[src/rtl/eoa_pkg.sv]
// shared constants and carrier types for the e2 orderwire adaptation block
package eoa_pkg;

    // ==========================================================
    // clocking and rates
    localparam int unsigned CLK_HZ = 200_000_000;
    localparam int unsigned OW_RATE_BPS = 64_000;
    // playout bit period in clk cycles (exact: 3125, so 0 ppm vs clk)
    localparam int unsigned OW_BIT_CYCLES = CLK_HZ / OW_RATE_BPS;
    localparam logic [11:0] OW_BIT_LAST = 12'(OW_BIT_CYCLES - 1);
    localparam logic [11:0] OW_BIT_HALF = 12'(OW_BIT_CYCLES / 2);

    // ==========================================================
    // frame position of the e2 byte, counted in byte clocks after frame start
    localparam logic [15:0] E2_BYTE_INDEX = 16'h0012;
    localparam logic [15:0] BYTE_COUNT_RESET = 16'h0000;

    // ==========================================================
    // source slip buffer
    localparam int unsigned WANDER_NS = 18_000;
    localparam int unsigned OW_BIT_NS = 1_000_000_000 / OW_RATE_BPS;
    // octets needed to cover the wander, rounded up
    localparam int unsigned WANDER_OCTETS = (WANDER_NS + 8 * OW_BIT_NS - 1) / (8 * OW_BIT_NS);
    localparam int unsigned BUF_DEPTH = 4;
    localparam int unsigned BUF_AW = 2;
    localparam logic [BUF_AW:0] FILL_LOW = 3'h1;
    localparam logic [BUF_AW:0] FILL_HIGH = 3'h3;
    localparam logic [BUF_AW-1:0] WR_PTR_RESET = 2'h2;
    localparam logic [BUF_AW-1:0] RD_PTR_RESET = 2'h0;
    localparam logic [BUF_AW:0] FILL_RESET = 3'h2;
    localparam logic [7:0] ALL_ONES_OCTET = 8'hff;
    localparam logic [2:0] BIT_LAST = 3'h7;

    // ==========================================================
    // pin groups
    typedef struct packed {
        logic data;
        logic clock;
        logic octet_start;
    } eoa_ow_in_type;

    typedef struct packed {
        logic [7:0] data;
        logic clock;
        logic frame_start;
        logic trail_fail;
    } eoa_sec_in_type;

    typedef struct packed {
        logic clock;
        logic frame_start;
    } eoa_line_in_type;

    typedef enum logic [2:0] {
        SLIP_NONE = 3'b001,
        SLIP_POS = 3'b010,
        SLIP_NEG = 3'b100
    } eoa_slip_type;

endpackage : eoa_pkg

[src/rtl/eoa_sync.sv]
// two flip-flop synchroniser for a group of pin inputs
module eoa_sync
    import eoa_pkg::*;
#(
    parameter int unsigned WIDTH = 1
)
(
    // clock and reset
    input wire logic clk,
    input wire logic rst_n,
    // asynchronous group in, synchronised group out
    input wire logic [WIDTH-1:0] async_in,
    output logic [WIDTH-1:0] sync_out
);

    logic [WIDTH-1:0] meta_reg;

    // first stage feeds only the second stage
    always_ff @(posedge clk or negedge rst_n)
    begin
        if (!rst_n)
        begin
            meta_reg <= '0;
            sync_out <= '0;
        end
        else
        begin
            meta_reg <= async_in;
            sync_out <= meta_reg;
        end
    end

endmodule : eoa_sync

[src/rtl/eoa_top.sv]
// e2 orderwire adaptation: source slip buffer and sink latch/playout
// ==========================================================
// Notes on behaviour
// - source places the 64 kbit/s octet orderwire stream into each frame's e2 byte
// - source writes incoming orderwire octets into a slip buffer on the orderwire clock
// - source reads octets on the line clock at the e2 frame position
// - positive slip cancels reading of one whole octet, once
// - negative slip outputs the same whole octet a second time, once
// - slip buffer absorbs at least 18 us of wander without errors
// - sink extracts the e2 octet from each received frame
// - sink latches each extracted octet into a store on the receive section clock
// - sink shifts the eight stored bits out on a nominal 64 kHz clock
// - trail fail raises server fail and all-ones output within 1 ms
// - trail fail clearing restores extracted data within 1 ms
module eoa_top
    import eoa_pkg::*;
(
    // clock and reset
    input wire logic clk,
    input wire logic rst_b,
    // orderwire source pins
    input wire eoa_ow_in_type ow_in,
    // transmit line timing
    input wire eoa_line_in_type line_in,
    // receive section overhead
    input wire eoa_sec_in_type sec_in,
    // e2 octet towards the transmit framer
    output logic [7:0] section_data_out,
    // orderwire sink pins
    output logic orderwire_data_out,
    output logic orderwire_clock_out,
    output logic orderwire_octet_mark,
    output logic orderwire_server_fail
);

    // ==========================================================
    // reset release and pin synchronisers
    logic [1:0] rst_pipe_reg;
    logic rst_n;
    eoa_ow_in_type ow_s;
    eoa_line_in_type line_s;
    eoa_sec_in_type sec_s;
    eoa_ow_in_type ow_d_reg;
    eoa_line_in_type line_d_reg;
    eoa_sec_in_type sec_d_reg;

    always_ff @(posedge clk or negedge rst_b)
    begin
        if (!rst_b)
            rst_pipe_reg <= 2'h0;
        else
            rst_pipe_reg <= {rst_pipe_reg[0], 1'b1};
    end
    assign rst_n = rst_pipe_reg[1];

    eoa_sync #(.WIDTH($bits(eoa_ow_in_type))) u_sync_ow (
        .clk(clk), .rst_n(rst_n), .async_in(ow_in), .sync_out(ow_s));
    eoa_sync #(.WIDTH($bits(eoa_line_in_type))) u_sync_line (
        .clk(clk), .rst_n(rst_n), .async_in(line_in), .sync_out(line_s));
    eoa_sync #(.WIDTH($bits(eoa_sec_in_type))) u_sync_sec (
        .clk(clk), .rst_n(rst_n), .async_in(sec_in), .sync_out(sec_s));

    // delayed copies of synchronised levels for edge detection
    always_ff @(posedge clk or negedge rst_n)
    begin
        if (!rst_n)
        begin
            ow_d_reg <= '0;
            line_d_reg <= '0;
            sec_d_reg <= '0;
        end
        else
        begin
            ow_d_reg <= ow_s;
            line_d_reg <= line_s;
            sec_d_reg <= sec_s;
        end
    end

    logic ow_rise;
    logic line_rise;
    logic sec_rise;
    assign ow_rise = ow_s.clock && !ow_d_reg.clock;
    assign line_rise = line_s.clock && !line_d_reg.clock;
    assign sec_rise = sec_s.clock && !sec_d_reg.clock;

    // byte position counter shared by both halves
    function automatic logic [15:0] next_pos(input logic [15:0] pos, input logic fs);
        next_pos = fs ? BYTE_COUNT_RESET : 16'(pos + 16'h0001);
    endfunction : next_pos

    // ==========================================================
    // source: octet assembly on the orderwire clock
    logic [7:0] ow_shift_reg;
    logic [2:0] ow_bit_reg;
    logic ow_octet_done;

    // octet_start realigns the bit count so slips always cover whole octets
    always_ff @(posedge clk or negedge rst_n)
    begin
        if (!rst_n)
        begin
            ow_shift_reg <= ALL_ONES_OCTET;
            ow_bit_reg <= 3'h0;
        end
        else if (ow_rise)
        begin
            ow_shift_reg <= {ow_shift_reg[6:0], ow_s.data};
            ow_bit_reg <= ow_s.octet_start ? 3'h1 : 3'(ow_bit_reg + 3'h1);
        end
    end
    assign ow_octet_done = ow_rise && (ow_s.octet_start ? 1'b0 : (ow_bit_reg == BIT_LAST));

    // ==========================================================
    // source: slip buffer and read decision
    logic [7:0] buf_mem [BUF_DEPTH];
    logic [BUF_AW-1:0] wr_ptr_reg;
    logic [BUF_AW-1:0] rd_ptr_reg;
    logic [BUF_AW:0] fill_reg;
    logic [15:0] tx_pos_reg;
    logic tx_read;
    logic do_write;
    eoa_slip_type slip_sel;

    assign tx_read = line_rise && (next_pos(tx_pos_reg, line_s.frame_start) == E2_BYTE_INDEX);

    // slip chosen only at the read moment, from the fill level
    // a duplicate cannot drain the store, so it is only used near underflow
    always_comb
    begin
        if (fill_reg <= FILL_LOW)
            slip_sel = SLIP_NEG;
        else if (fill_reg >= FILL_HIGH)
            slip_sel = SLIP_POS;
        else
            slip_sel = SLIP_NONE;
    end

    // a write to a full store is blocked; the skipping slip keeps that from happening
    assign do_write = ow_octet_done && (fill_reg != 3'(BUF_DEPTH));

    always_ff @(posedge clk or negedge rst_n)
    begin
        if (!rst_n)
            tx_pos_reg <= BYTE_COUNT_RESET;
        else if (line_rise)
            tx_pos_reg <= next_pos(tx_pos_reg, line_s.frame_start);
    end

    // store written per completed octet
    always_ff @(posedge clk or negedge rst_n)
    begin
        if (!rst_n)
        begin
            for (int i = 0; i < BUF_DEPTH; i++)
                buf_mem[i] <= ALL_ONES_OCTET;
            wr_ptr_reg <= WR_PTR_RESET;
        end
        else if (do_write)
        begin
            // the eighth bit arrives on this same edge, so it is merged in here
            buf_mem[wr_ptr_reg] <= {ow_shift_reg[6:0], ow_s.data};
            wr_ptr_reg <= 2'(wr_ptr_reg + 2'h1);
        end
    end

    // read side: one octet per frame, with whole-octet slips
    always_ff @(posedge clk or negedge rst_n)
    begin
        if (!rst_n)
        begin
            rd_ptr_reg <= RD_PTR_RESET;
            section_data_out <= ALL_ONES_OCTET;
        end
        else if (tx_read)
        begin
            unique case (slip_sel)
                SLIP_NEG:
                    rd_ptr_reg <= rd_ptr_reg; // no read, e2 sends the last octet again
                SLIP_POS:
                begin
                    section_data_out <= buf_mem[rd_ptr_reg];
                    rd_ptr_reg <= 2'(rd_ptr_reg + 2'h2); // reading of the next whole octet cancelled
                end
                SLIP_NONE:
                begin
                    section_data_out <= buf_mem[rd_ptr_reg];
                    rd_ptr_reg <= 2'(rd_ptr_reg + 2'h1);
                end
            endcase
        end
    end

    // fill level tracks both pointers in one clock domain
    always_ff @(posedge clk or negedge rst_n)
    begin
        if (!rst_n)
            fill_reg <= FILL_RESET;
        else
        begin
            logic [BUF_AW:0] dec;
            dec = 3'h0;
            if (tx_read)
                dec = (slip_sel == SLIP_NEG) ? 3'h0 : ((slip_sel == SLIP_POS) ? 3'h2 : 3'h1);
            fill_reg <= 3'(fill_reg + {2'h0, do_write} - dec);
        end
    end

    // ==========================================================
    // sink: e2 extraction into the data store
    logic [15:0] rx_pos_reg;
    logic [7:0] rx_store_reg;

    always_ff @(posedge clk or negedge rst_n)
    begin
        if (!rst_n)
        begin
            rx_pos_reg <= BYTE_COUNT_RESET;
            rx_store_reg <= ALL_ONES_OCTET;
        end
        else if (sec_rise)
        begin
            rx_pos_reg <= next_pos(rx_pos_reg, sec_s.frame_start);
            if (next_pos(rx_pos_reg, sec_s.frame_start) == E2_BYTE_INDEX)
                rx_store_reg <= sec_s.data;
        end
    end

    // ==========================================================
    // sink: 64 kHz playout and trail fail handling
    logic [11:0] bit_cnt_reg;
    logic [2:0] out_bit_reg;
    logic [7:0] out_shift_reg;
    logic bit_tick;

    // divided from clk rather than the line clock: exact 64 kbit/s, no line-clock gaps
    always_ff @(posedge clk or negedge rst_n)
    begin
        // starting mid bit keeps the clock low until a full first bit, no short pulse after reset
        if (!rst_n)
            bit_cnt_reg <= OW_BIT_HALF;
        else
            bit_cnt_reg <= (bit_cnt_reg == OW_BIT_LAST) ? 12'h000 : 12'(bit_cnt_reg + 12'h001);
    end
    assign bit_tick = (bit_cnt_reg == OW_BIT_LAST);

    // octet loaded at each octet boundary, then shifted msb first
    always_ff @(posedge clk or negedge rst_n)
    begin
        if (!rst_n)
        begin
            out_bit_reg <= 3'h0;
            out_shift_reg <= ALL_ONES_OCTET;
            orderwire_data_out <= 1'b1;
            orderwire_octet_mark <= 1'b0;
        end
        else if (bit_tick)
        begin
            out_bit_reg <= 3'(out_bit_reg + 3'h1);
            orderwire_octet_mark <= (out_bit_reg == 3'h0);
            if (out_bit_reg == 3'h0)
            begin
                out_shift_reg <= {rx_store_reg[6:0], 1'b0};
                orderwire_data_out <= sec_s.trail_fail | rx_store_reg[7];
            end
            else
            begin
                out_shift_reg <= {out_shift_reg[6:0], 1'b0};
                orderwire_data_out <= sec_s.trail_fail | out_shift_reg[7];
            end
        end
    end

    // clock out: high for the first half of each bit, data changes on its rising edge
    always_ff @(posedge clk or negedge rst_n)
    begin
        if (!rst_n)
            orderwire_clock_out <= 1'b0;
        else
            orderwire_clock_out <= (bit_cnt_reg == OW_BIT_LAST) || (bit_cnt_reg < OW_BIT_HALF - 12'h001);
    end

    // server fail follows the synchronised trail fail level
    always_ff @(posedge clk or negedge rst_n)
    begin
        if (!rst_n)
            orderwire_server_fail <= 1'b0;
        else
            orderwire_server_fail <= sec_s.trail_fail;
    end

endmodule : eoa_top

[config.mk]
export PLATFORM = sky130hd
export DESIGN_NAME = eoa_top
export DESIGN_NICKNAME = d
export VERILOG_FILES = /design/src/rtl/eoa_pkg.sv /design/src/rtl/eoa_sync.sv /design/src/rtl/eoa_top.sv
export SDC_FILE = /design/constraint.sdc
export NUM_CORES = 1
export LEC_CHECK = 0
export BUFFER_PORTS_ARGS = -buffer_cell sky130_fd_sc_hd__buf_2
export CAP_MARGIN = 20
export CELL_PAD_IN_SITES_DETAIL_PLACEMENT = 1
export CELL_PAD_IN_SITES_GLOBAL_PLACEMENT = 1
export CORE_MARGIN = 4
export CORE_UTILIZATION = 38
export DETAILED_ROUTE_END_ITERATION = 7
export GPL_TIMING_DRIVEN = 0
export PLACE_DENSITY = 0.68
export REMOVE_ABC_BUFFERS = 1
export SETUP_SLACK_MARGIN = 0.1
export SKIP_LAST_GASP = 1
export SYNTH_ARGS = -nofsm -noshare
export SYNTH_HDL_FRONTEND = slang
export SYNTH_SLANG_ARGS = --single-unit
export TNS_END_PERCENT = 30
[constraint.sdc]
create_clock -name clk -period 6.01 [get_ports clk]
set_clock_uncertainty 0.1 [all_clocks]
set_input_delay 1.202 -clock clk [delete_from_list [all_inputs] [get_ports clk]]
set_output_delay 1.202 -clock clk [all_outputs]
set_load 0.02 [all_outputs]
==> results of run 1 <==
## through the flow
stage	util [%]	power (mW)	setup TNS, ps	cells
global route	44.03	2.517	0	902
floorplan	-	1.314	0	602
detailed placement	40.72	1.375	0	867
global placement	40.38	1.351	-39800	865
CTS	43.77	2.444	0	899
finish	44.03	2.403	0	902
## power breakdown
part	internal, mW	switching, mW	leakage, nW	total, mW
sequential	1.15	0.0703	1.87	1.22
clock	0.586	0.460	0.287	1.05
combinational	0.0605	0.0774	1.40	0.138
total	1.80	0.608	3.56	2.40
## metal layers
layer / global-route usage (%) / vias up / part of all wire, %
met2: 24.70 / 44 / 51
met5: 0 / - / 0
li1: - / 2249 / -
met3: 3.445 / 12 / 2.2
met4: 3.669 / 0 / 1.1
met1: 18.16 / 2416 / 46
## worst max-delay path by stage
| stage | cells after the start | slack (ps) | to | start |
|---|---|---|---|---|
| final | 13 | 2150 | fill_reg[2] | tx_pos_reg[4] |
| after global routing | 13 | 1820 | fill_reg[2] | tx_pos_reg[4] |
| after CTS | 13 | 2110 | fill_reg[2] | tx_pos_reg[4] |
| after detailed placement | 12 | 2170 | fill_reg[2] | tx_pos_reg[4] |
| after global placement | 0 | -460 | rd_ptr_reg[1] | rst_pipe_reg[1] |
| after floorplan | 0 | 1220 | bit_cnt_reg[0] | rst_pipe_reg[1] |
## cell families after synthesis
group	after synthesis
adders and majority gates	17
muxes	76
xor gates and xnor gates	25
other	1
DFF	161
and+or+nand+nor	222
buffers and inverters	50
AOI/OAI and AO/OA	81
## synthesized netlist by cell type, types with 9 or more instances
master,count,area (µm²)
nand3_1,16,80.08
nor3_1,23,115.1
o21ai_0,42,210.2
inv_1,19,71.32
mux2_2,40,450.4
clkbuf_1,23,86.33
nand2b_1,9,56.30
dfrtp_1,90,2252
mux2_4,9,135.1
nand2_1,88,330.3
xnor2_1,17,148.9
ha_1,16,200.2
a21oi_1,16,80.08
nor2_1,34,127.6
mux2i_1,19,190.2
dfstp_2,71,1866
## cell type report
class,count,area (µm²)
multi-input combinational,422,2957
clock inverter,11,90.09
clock buffer,21,481.7
tap,234,292.8
sequential,161,4121
fill,1980,10500
timing repair buffer,34,250.2
inverter,19,71.32
==> impl_results.md, run 1 <==
* Final Max Tran Viols at 0
* Fin nets at 690
* Mux contribution to synthesized area at 13.15%
* Routed wire length at 14660 µm
* Syn avg cell area at 11.48 µm²
* Routed vias/inst at 5.234
* Post-synth ARST share at 100.0%
* Hold_buf cts at 0
* Clk buf depth at 2
* Reg2reg start: tx_pos_reg[4]
* Hold Slack at 180.7 ps
* R2R Path End: fill_reg[2]
* Most common cell after layout, fill and taps aside: dfrtp_1
* Internal reg-to-reg setup slack at 2150 ps
* Final Hold Fails at 0
* Post-route cell area at 8264 µm²
* Cell Pwr Density at 290.8 nW/µm²
* Synth-to-layout area growth at 13.72%
* Worst IR Drop VDD at 0.1631 mV
* Final setup vio count at 0
* Post-Synth Simple-Gate Area at 14.76%
* Crit share post-route at 64.25%
* Mapped cell area at 7267 µm²
* Synth Area in Compound Gates at 6.612%
* Synth cell types at 57
* Vias in the first global route at 5067
* WS Path Type: register to register
* # IOs at 30
* Max reg flops at 32
* H-tree Lvls at 4
* Area after DPL at 7642 µm²
* Postcts setup bufs at 0
* Slowest Stage Delay on Critical Path at 720 ps
* CP top delay family: simple AND/OR/NAND/NOR gates
* Fmax at 259.0 MHz
* Clock root buffer: clkbuf_16
* CTS tree: done
* Ys flop type: dfrtp_1
* Die Y at 146.3 µm
* Worst Reg-to-Reg Cells at 13
* Max transition margin at 44.24%
* Ant. Diodes at 0
* Synthesis Warnings at 0
* Number of gates resized after cts at 0
* IO buf count at 29
* Grt total ovfl at 0
* Initial antenna violation count at 0
* Drt drc at 0
* Tmin final at 3861 ps
* DPL Wire Length at 9596 µm
* First-pass GRT wire length at 25080 µm
* Critical path arrival at 4100 ps
* Initial core utilization at 38.72%
* Final ANT Viol Nets at 0
* Most frequent cells in the layout: 89 x dfrtp_1, 88 x nand2_1, 71 x dfstp_2
* Largest family of logic cells by synthesized area: simple AND/OR/NAND/NOR gates
* Vias at 4721
* CP max stage cell: nor4_1
* Synthesized instance count at 633
* Sink Count at 161
* DP Worst Slack at 2171 ps
* Final setup margin at 2149 ps
* CP Capture Type: register
* Crit path max fanout at 12
* TritonRoute pass-1 iters at 4
* Row count at 50
* Unrepaired setup endpoints after global routing: false
* Clk_lat worst skew at 420 ps
* Largest net degree at the start of global routing at 73
* Worst-path clk slew at 60 ps
* CP Launch Type: register
* Max-cap violations at 0
* Critical-path cell list: nand4_1, nor4_1, xor2_1, nand2b_1, and4b_1, and4_1, ha_1, inv_1, ha_1, inv_1, fa_1, xnor2_1, xnor2_1
* Leak pwr at 3.556 nW
* Full die area at 21400 µm²
* Share of cells above drive strength 1 at 29.94%
* Worst Path Required at 6250 ps
* Worst Max-Slew Pin Slew at 831.9 ps
* Total CTS buffers at 17
* Die width at 146.3 µm
* Flops & latches, synth at 161
* Post-Synth XOR/XNOR Area at 3.013%
* HP Class: register to asynchronous set/reset pin
* Status: complete, no violations
* Worst path bufs/invs at 2
* GRT Util Overall at 14.32%
* Seq/Total Area, Yosys at 56.66%
* Routability Congestion at 0.7962
* Adder-cell share of the synthesized area at 3.030%
* 1st-iter DRT viols at 163
* EDFF count, synth at 0
* Average wire per standard cell at 16.25 µm
* Core ar. at 18770 µm²
Power figures use the tool's default switching activity.
==> inputs of run 2 (changes only) <==
- PLACE_DENSITY: 0.68 -> 0.7
- clock period: 6.01 -> 3.2 ns (I/O delays scaled with it)
==> run 2 against run 1 <==
  * Fmax rose by 25%
  * Non-clock buffer count rose by 22
  * Power rose by 92%
  * Sequential power rose by 87%
  * Count of clock-buffer cells in the layout fell by 3
  * Worst hold slack improved by 34 ps
  * Combinational power rose by 140%
  * Via count rose by 3.1%
  * Critical endpoint unchanged
  * Largest cell class unchanged
  * Highest routed layer unchanged
==> impl_results.md, run 2 (synthesis results as in run 1) <==
* Status: complete, no violations
* CP Capture Type: register
* Critical path arrival at 3280 ps (-820 ps)
* Max reg flops at 32 (unchanged)
* Most frequent cells in the layout: 88 x nand2_1, 80 x dfrtp_1, 71 x dfstp_2
* Non-filler cells, final at 924 (+2.4%)
* Drt drc at 0 (unchanged)
* Routed vias/inst at 5.265 (+0.60%)
* Worst setup startpoint: tx_pos_reg[0]
* Vias at 4865 (+3.1%)
* Largest net degree at the start of global routing at 62 (-15%)
* Routed wire length at 15310 µm (+4.4%)
* Crit path max fanout at 7 (-5)
* First-pass GRT wire length at 26120 µm (+4.1%)
* HP Class: primary input to register
* Sequential power share at 49.4% (-1.3 points)
* CTS tree: done
* Full die area at 21400 µm² (unchanged)
* Most common cell after layout, fill and taps aside: nand2_1
* Grt total ovfl at 0 (unchanged)
* Tmin final at 3078 ps (-783.7 ps)
* GRT Util Overall at 14.87% (+0.55 points)
* Worst Reg-to-Reg Cells at 13 (unchanged)
* Clk_lat worst skew at 420 ps (about the same)
* Ant. Diodes at 0 (unchanged)
* R2R Path End: fill_reg[2]
* Leak pwr at 3.711 nW (+4.4%)
* Cell Pwr Density at 537.8 nW/µm² (+85%)
* Average wire per standard cell at 16.57 µm (+2.0%)
* Comb power frac at 7.1% (+1.4 points)
* Sw Share at 26.23% (+0.94 points)
* IO buf count at 29 (unchanged)
* Clock root buffer: clkbuf_16
* Die width at 146.3 µm (unchanged)
* Unrepaired setup endpoints after global routing: true
* Final setup vio count at 0 (unchanged)
* Die Y at 146.3 µm (unchanged)
* Psw at 1.211 mW (+99%)
* TritonRoute pass-1 iters at 4 (unchanged)
* 1st-iter DRT viols at 196 (+20%)
* Clk network pwr share at 43.5% (about the same)
* Core ar. at 18770 µm² (unchanged)
* Fmax at 324.9 MHz (+25%)
* Final Max Tran Viols at 0 (unchanged)
* Worst Max-Slew Pin Slew at 982.8 ps (+150.9 ps)
* Worst IR Drop VDD at 0.3151 mV (+93%)
* Total CTS buffers at 17 (unchanged)
* WS Path Type: register to register
* Max transition margin at 34.35% (-9.9 points)
* CP Launch Type: register
* Share of cells above drive strength 1 at 36.09% (+6.1 points)
* Worst Path Required at 3410 ps (-2840 ps)
* Routability Congestion at 0.7689 (-3.4%)
* Internal reg-to-reg setup slack at 120 ps (-2030 ps)
* Initial core utilization at 38.72% (unchanged)
* Fin nets at 712 (+3.2%)
* DPL Wire Length at 9698 µm (+1.1%)
* Post-layout power at 4.618 mW (+92%)
* Max-cap violations at 0 (unchanged)
* Row count at 50 (unchanged)
* Clk buf depth at 2 (unchanged)
* CP endpoint: fill_reg[2]
* Worst-path clk slew at 70 ps (about the same)
* Cell-internal power at 3.407 mW (+90%)
* H-tree Lvls at 4 (unchanged)
* # IOs at 30 (unchanged)
* Crit share post-route at 96.17% (+32 points)
* Synth-to-layout area growth at 18.16%
* Reg2reg start: tx_pos_reg[0]
* Vias in the first global route at 5256 (+3.7%)
* Sink Count at 161 (unchanged)
* Worst hold path depth at 1
* Final ANT Viol Nets at 0 (unchanged)
* Final Hold Fails at 0 (unchanged)
* Post-Place Cells at 868 (+0.12%)
* Initial antenna violation count at 0 (unchanged)
==> run 2: changes by cell type in the layout (fill, tap and decap cells not counted), moves of 2 or more <==
cell,change
nor4_1,-3
buf_4,+22
nor3_1,-2
ha_4,+3
clkbuf_8,-2
clkinv_4,-3
ha_1,-3
nor4_4,+3
dfrtp_1,-9
inv_1,-2
dfrtp_2,+8
inv_8,+2
inv_2,+2
==> run 2: power groups by stage <==
stage	clock, mW	combinational, mW	sequential, mW
6_report	2.01	0.328	2.28
5_1_grt	2.16	0.372	2.30
4_1_cts	2.06	0.325	2.28
3_5_place_dp	0	0.255	2.33
3_3_place_gp	0	0.197	2.34
2_1_floorplan	0	0.164	2.30
==> run 2: final cells by class <==
class,instances,area (µm²)
clock buffers,18,429.2
clock inverters,14,146.4
fillers,1988,10180
inverters,19,71.32
multi-input cells,422,3118
flip-flops and latches,161,4135
well taps,234,292.8
repair buffers,56,394.1
==> run 2: what timing repair did <==
item / in CTS / in global routing
endpoints found under the hold margin: 2 / 0
pin swaps: 11 / 11
hold buffers: 1 / 0
endpoints found under the setup margin: 19 / 2
resized for setup: 36 / 5
setup buffers: 20 / 4
==> run 2: critical path, cell delays in order (launching register included) <==
cell      delay, ps
dfrtp_1         430
ha_4            190
nand3_4         140
o31a_1          350
o21bai_1        170
o2111a_1        260
and4_4          270
ha_4            210
inv_2            60
ha_4            110
inv_2            30
fa_2            370
xnor2_2         150
xnor2_1         120
==> run 2: worst min path at each step <==
stage,startpoint,end,slack (ps)
after floorplan,rst_pipe_reg[0],rst_pipe_reg[1],230
after global placement,u_sync_ow.meta_reg[2],u_sync_ow.sync_out[2],230
after detailed placement,u_sync_line.meta_reg[1],u_sync_line.sync_out[1],240
after CTS,line_in[1],u_sync_line.meta_reg[1],200
after global routing,line_in[1],u_sync_line.meta_reg[1],190
final,line_in[1],u_sync_line.meta_reg[1],220
==> run 2: metrics by stage <==
stage	area (µm²)	hold slack [ps]	setup TNS (ps)	util (%)	setup slack (ps)
floorplan	7141	231.2	-167090	-	-1594
global placement	7579	233.1	-396230	40.38	-3260
detailed placement	7645	236.3	-1659	40.73	-592.7
CTS	8549	199.4	0	45.55	73.25
global route	8587	190.6	0	45.75	27.71
finish	8587	215.1	0	45.75	122.4
==> run 2: routing by layer <==
layer  track usage (%)  vias to the layer above  share of wire [%]
met3             3.600                       11                2.4
met2             25.77                       44                 51
li1                  -                     2287                  -
met1             18.81                     2523                 45
met5                 0                        -                  0
met4             3.669                        0               0.90
==> inputs of run 3 (changes only) <==
- CORE_MARGIN: 4 -> default
==> run 3 against run 2 <==
  * Count of clock-buffer cells in the layout is 4 higher
  * Cell area rose by 0.55%
  * Register-to-register slack got worse by 20 ps
  * First-iteration DRC count up 0.51%
  * Wire length rose by 2.7%
  * Utilization increased by 0.41 points
  * Non-clock buffer count rose by 4
  * Largest power group unchanged
  * Sequential share of layout area down 0.32 points
==> impl_results.md, run 3 (synthesis results as in run 1) <==
* Most common cell after layout, fill and taps aside: nand2_1
* Row count at 50 (unchanged)
* Grt total ovfl at 0 (unchanged)
* Final setup vio count at 0 (unchanged)
* CP Capture Type: register
* Ant. Diodes at 0 (unchanged)
* TritonRoute pass-1 iters at 4 (unchanged)
* Worst Reg-to-Reg Cells at 14 (+1)
* Status: complete, no violations
* Initial core utilization at 38.85% (+0.13 points)
* Worst IR Drop VDD at 0.3734 mV (+19%)
* Wire length on met1 at 6822 µm (-1.7%)
* Share of cells above drive strength 1 at 36.46% (+0.37 points)
* Cell Pwr Density at 538.8 nW/µm² (+0.18%)
* Fmax at 322.4 MHz (-0.79%)
* HP Class: primary input to register
* Drt drc at 0 (unchanged)
* Final ANT Viol Nets at 0 (unchanged)
* First-pass GRT wire length at 27340 µm (+4.7%)
* Max reg flops at 32 (unchanged)
* Worst Hold Launch: sec_in[4]
* Worst Max-Slew Pin Slew at 1017 ps (+33.87 ps)
* Fin nets at 716 (+0.56%)
* Most frequent cells in the layout: 88 x nand2_1, 82 x dfrtp_1, 71 x dfstp_2
* Total CTS buffers at 17 (unchanged)
* Vias in the first global route at 5406 (+2.9%)
* Final Util at 46.16% (+0.41 points)
* Setup TNS at 0 ps (unchanged)
* IO buf count at 29 (unchanged)
* Leak pwr at 3.721 nW (+0.28%)
* GRT Util Overall at 17.70% (+2.8 points)
* Crit path max fanout at 4 (-3)
* Clk buf depth at 2 (unchanged)
* Worst hold path depth at 1 (unchanged)
* Final Max Tran Viols at 0 (unchanged)
* DP Worst Slack at -570.3 ps (+22.46 ps)
* H-tree Lvls at 4 (unchanged)
* Final Hold Fails at 0 (unchanged)
* Worst-path clk slew at 70 ps (about the same)
* WS Path Type: register to register
* Unrepaired setup endpoints after global routing: true
* Core ar. at 18710 µm² (-0.33%)
* Top sig layer: met4
* Clock root buffer: clkbuf_16
* CP Launch Type: register
* Routed wire length at 15730 µm (+2.7%)
* Reg2reg start: tx_pos_reg[7]
* Fillers at 1958 (-1.5%)
* Die width at 140.3 µm (-4.1%)
* Area of the multi-input gates at 3107 µm² (-0.36%)
* Vias at 4899 (+0.70%)
* Average wire per standard cell at 16.95 µm (+2.3%)
* Final setup margin at 98.06 ps (-24.36 ps)
* CTS tree: done
* 1st-iter DRT viols at 197 (+0.51%)
* DPL Wire Length at 9656 µm (-0.43%)
* R2R Path End: fill_reg[2]
* Largest net degree at the start of global routing at 58 (-6.5%)
* Sink Count at 161 (unchanged)
* Internal reg-to-reg setup slack at 100 ps (-20 ps)
* Die Y at 140.3 µm (-4.1%)
* Crit share post-route at 96.94% (+0.76 points)
* Critical path arrival at 3310 ps (+30 ps)
* Detailed route wirelength on metal2 at 8280 µm (+5.3%)
* Max-cap violations at 0 (unchanged)
* Register Area at 4130 µm² (-0.12%)
* Routability Congestion at 0.7709 (+0.26%)
* Full die area at 19680 µm² (-8.0%)
* WHS Endpoint: u_sync_sec.meta_reg[4]
* # IOs at 30 (unchanged)
* Met3 wire length at 381 µm (+4.7%)
* Synth-to-layout area growth at 18.82%
* Routed vias/inst at 5.279 (+0.26%)
* Hold Slack at 212.8 ps (-2.351 ps)
* Clk_lat worst skew at 430 ps (about the same)
* Max transition margin at 32.09% (-2.3 points)
* Initial antenna violation count at 0 (unchanged)
* Worst Path Required at 3400 ps (about the same)
* Tmin final at 3102 ps (+24.36 ps)
[run 3: through the flow]
step	instance area [µm²]	cells	power (mW)
6_report	8635	928	4.652
5_1_grt	8635	928	4.865
4_1_cts	8569	925	4.707
3_5_place_dp	7642	868	2.585
3_3_place_gp	7579	865	2.538
2_1_floorplan	7141	602	2.468
[run 3: critical path: stages (launching register included)]
cell and delay [ps]:
dfrtp_2 370, nand4_1 240, buf_6 240, nor4_4 270, xor2_1 120, nand2b_1 130, and4b_1 230, and4_4 240
ha_4 200, inv_2 60, ha_4 120, inv_2 40, fa_2 350, xnor2_2 150, xnor2_1 130
[run 3: cell type report]
| cell class | instances | area share, % |
|---|---|---|
| clock inverter | 10 | 1.014 |
| tap | 234 | 3.391 |
| clock buffer | 22 | 5.985 |
| sequential | 161 | 47.83 |
| timing repair buffer | 60 | 4.970 |
| inverter | 19 | 0.8260 |
| multi-input combinational | 422 | 35.98 |
[run 3: how the worst max path moves through the flow]
stage	startpoint	end	slack, ps	cells past startpoint
final	tx_pos_reg[7]	fill_reg[2]	100	14
after detailed placement	tx_pos_reg[4]	fill_reg[2]	-570	12
after floorplan	rst_pipe_reg[1]	bit_cnt_reg[0]	-1590	0
after global routing	tx_pos_reg[7]	fill_reg[2]	-120	14
after global placement	rst_pipe_reg[1]	orderwire_clock_out	-3300	0
after CTS	tx_pos_reg[7]	fill_reg[2]	50	13
[run 3: power by group]
part,internal [mW],leakage (nW),switching [mW]
logic,0.141,1.57,0.188
clock network,1.17,0.292,0.877
registers,2.16,1.86,0.118
[run 3: repair_timing]
action,CTS,global route
hold buffers,1,0
hold endpoints to repair,2,0
gates cloned,0,0
resized for setup,31,9
setup endpoints to repair,19,17
pin swaps,12,11
setup buffers,24,3
[run 3: layer usage]
metal,vias up,GRT usage (%)
met4,0,6.767
met1,2531,21.68
met2,53,30.34
li1,2295,-
met3,20,4.068
met5,-,0
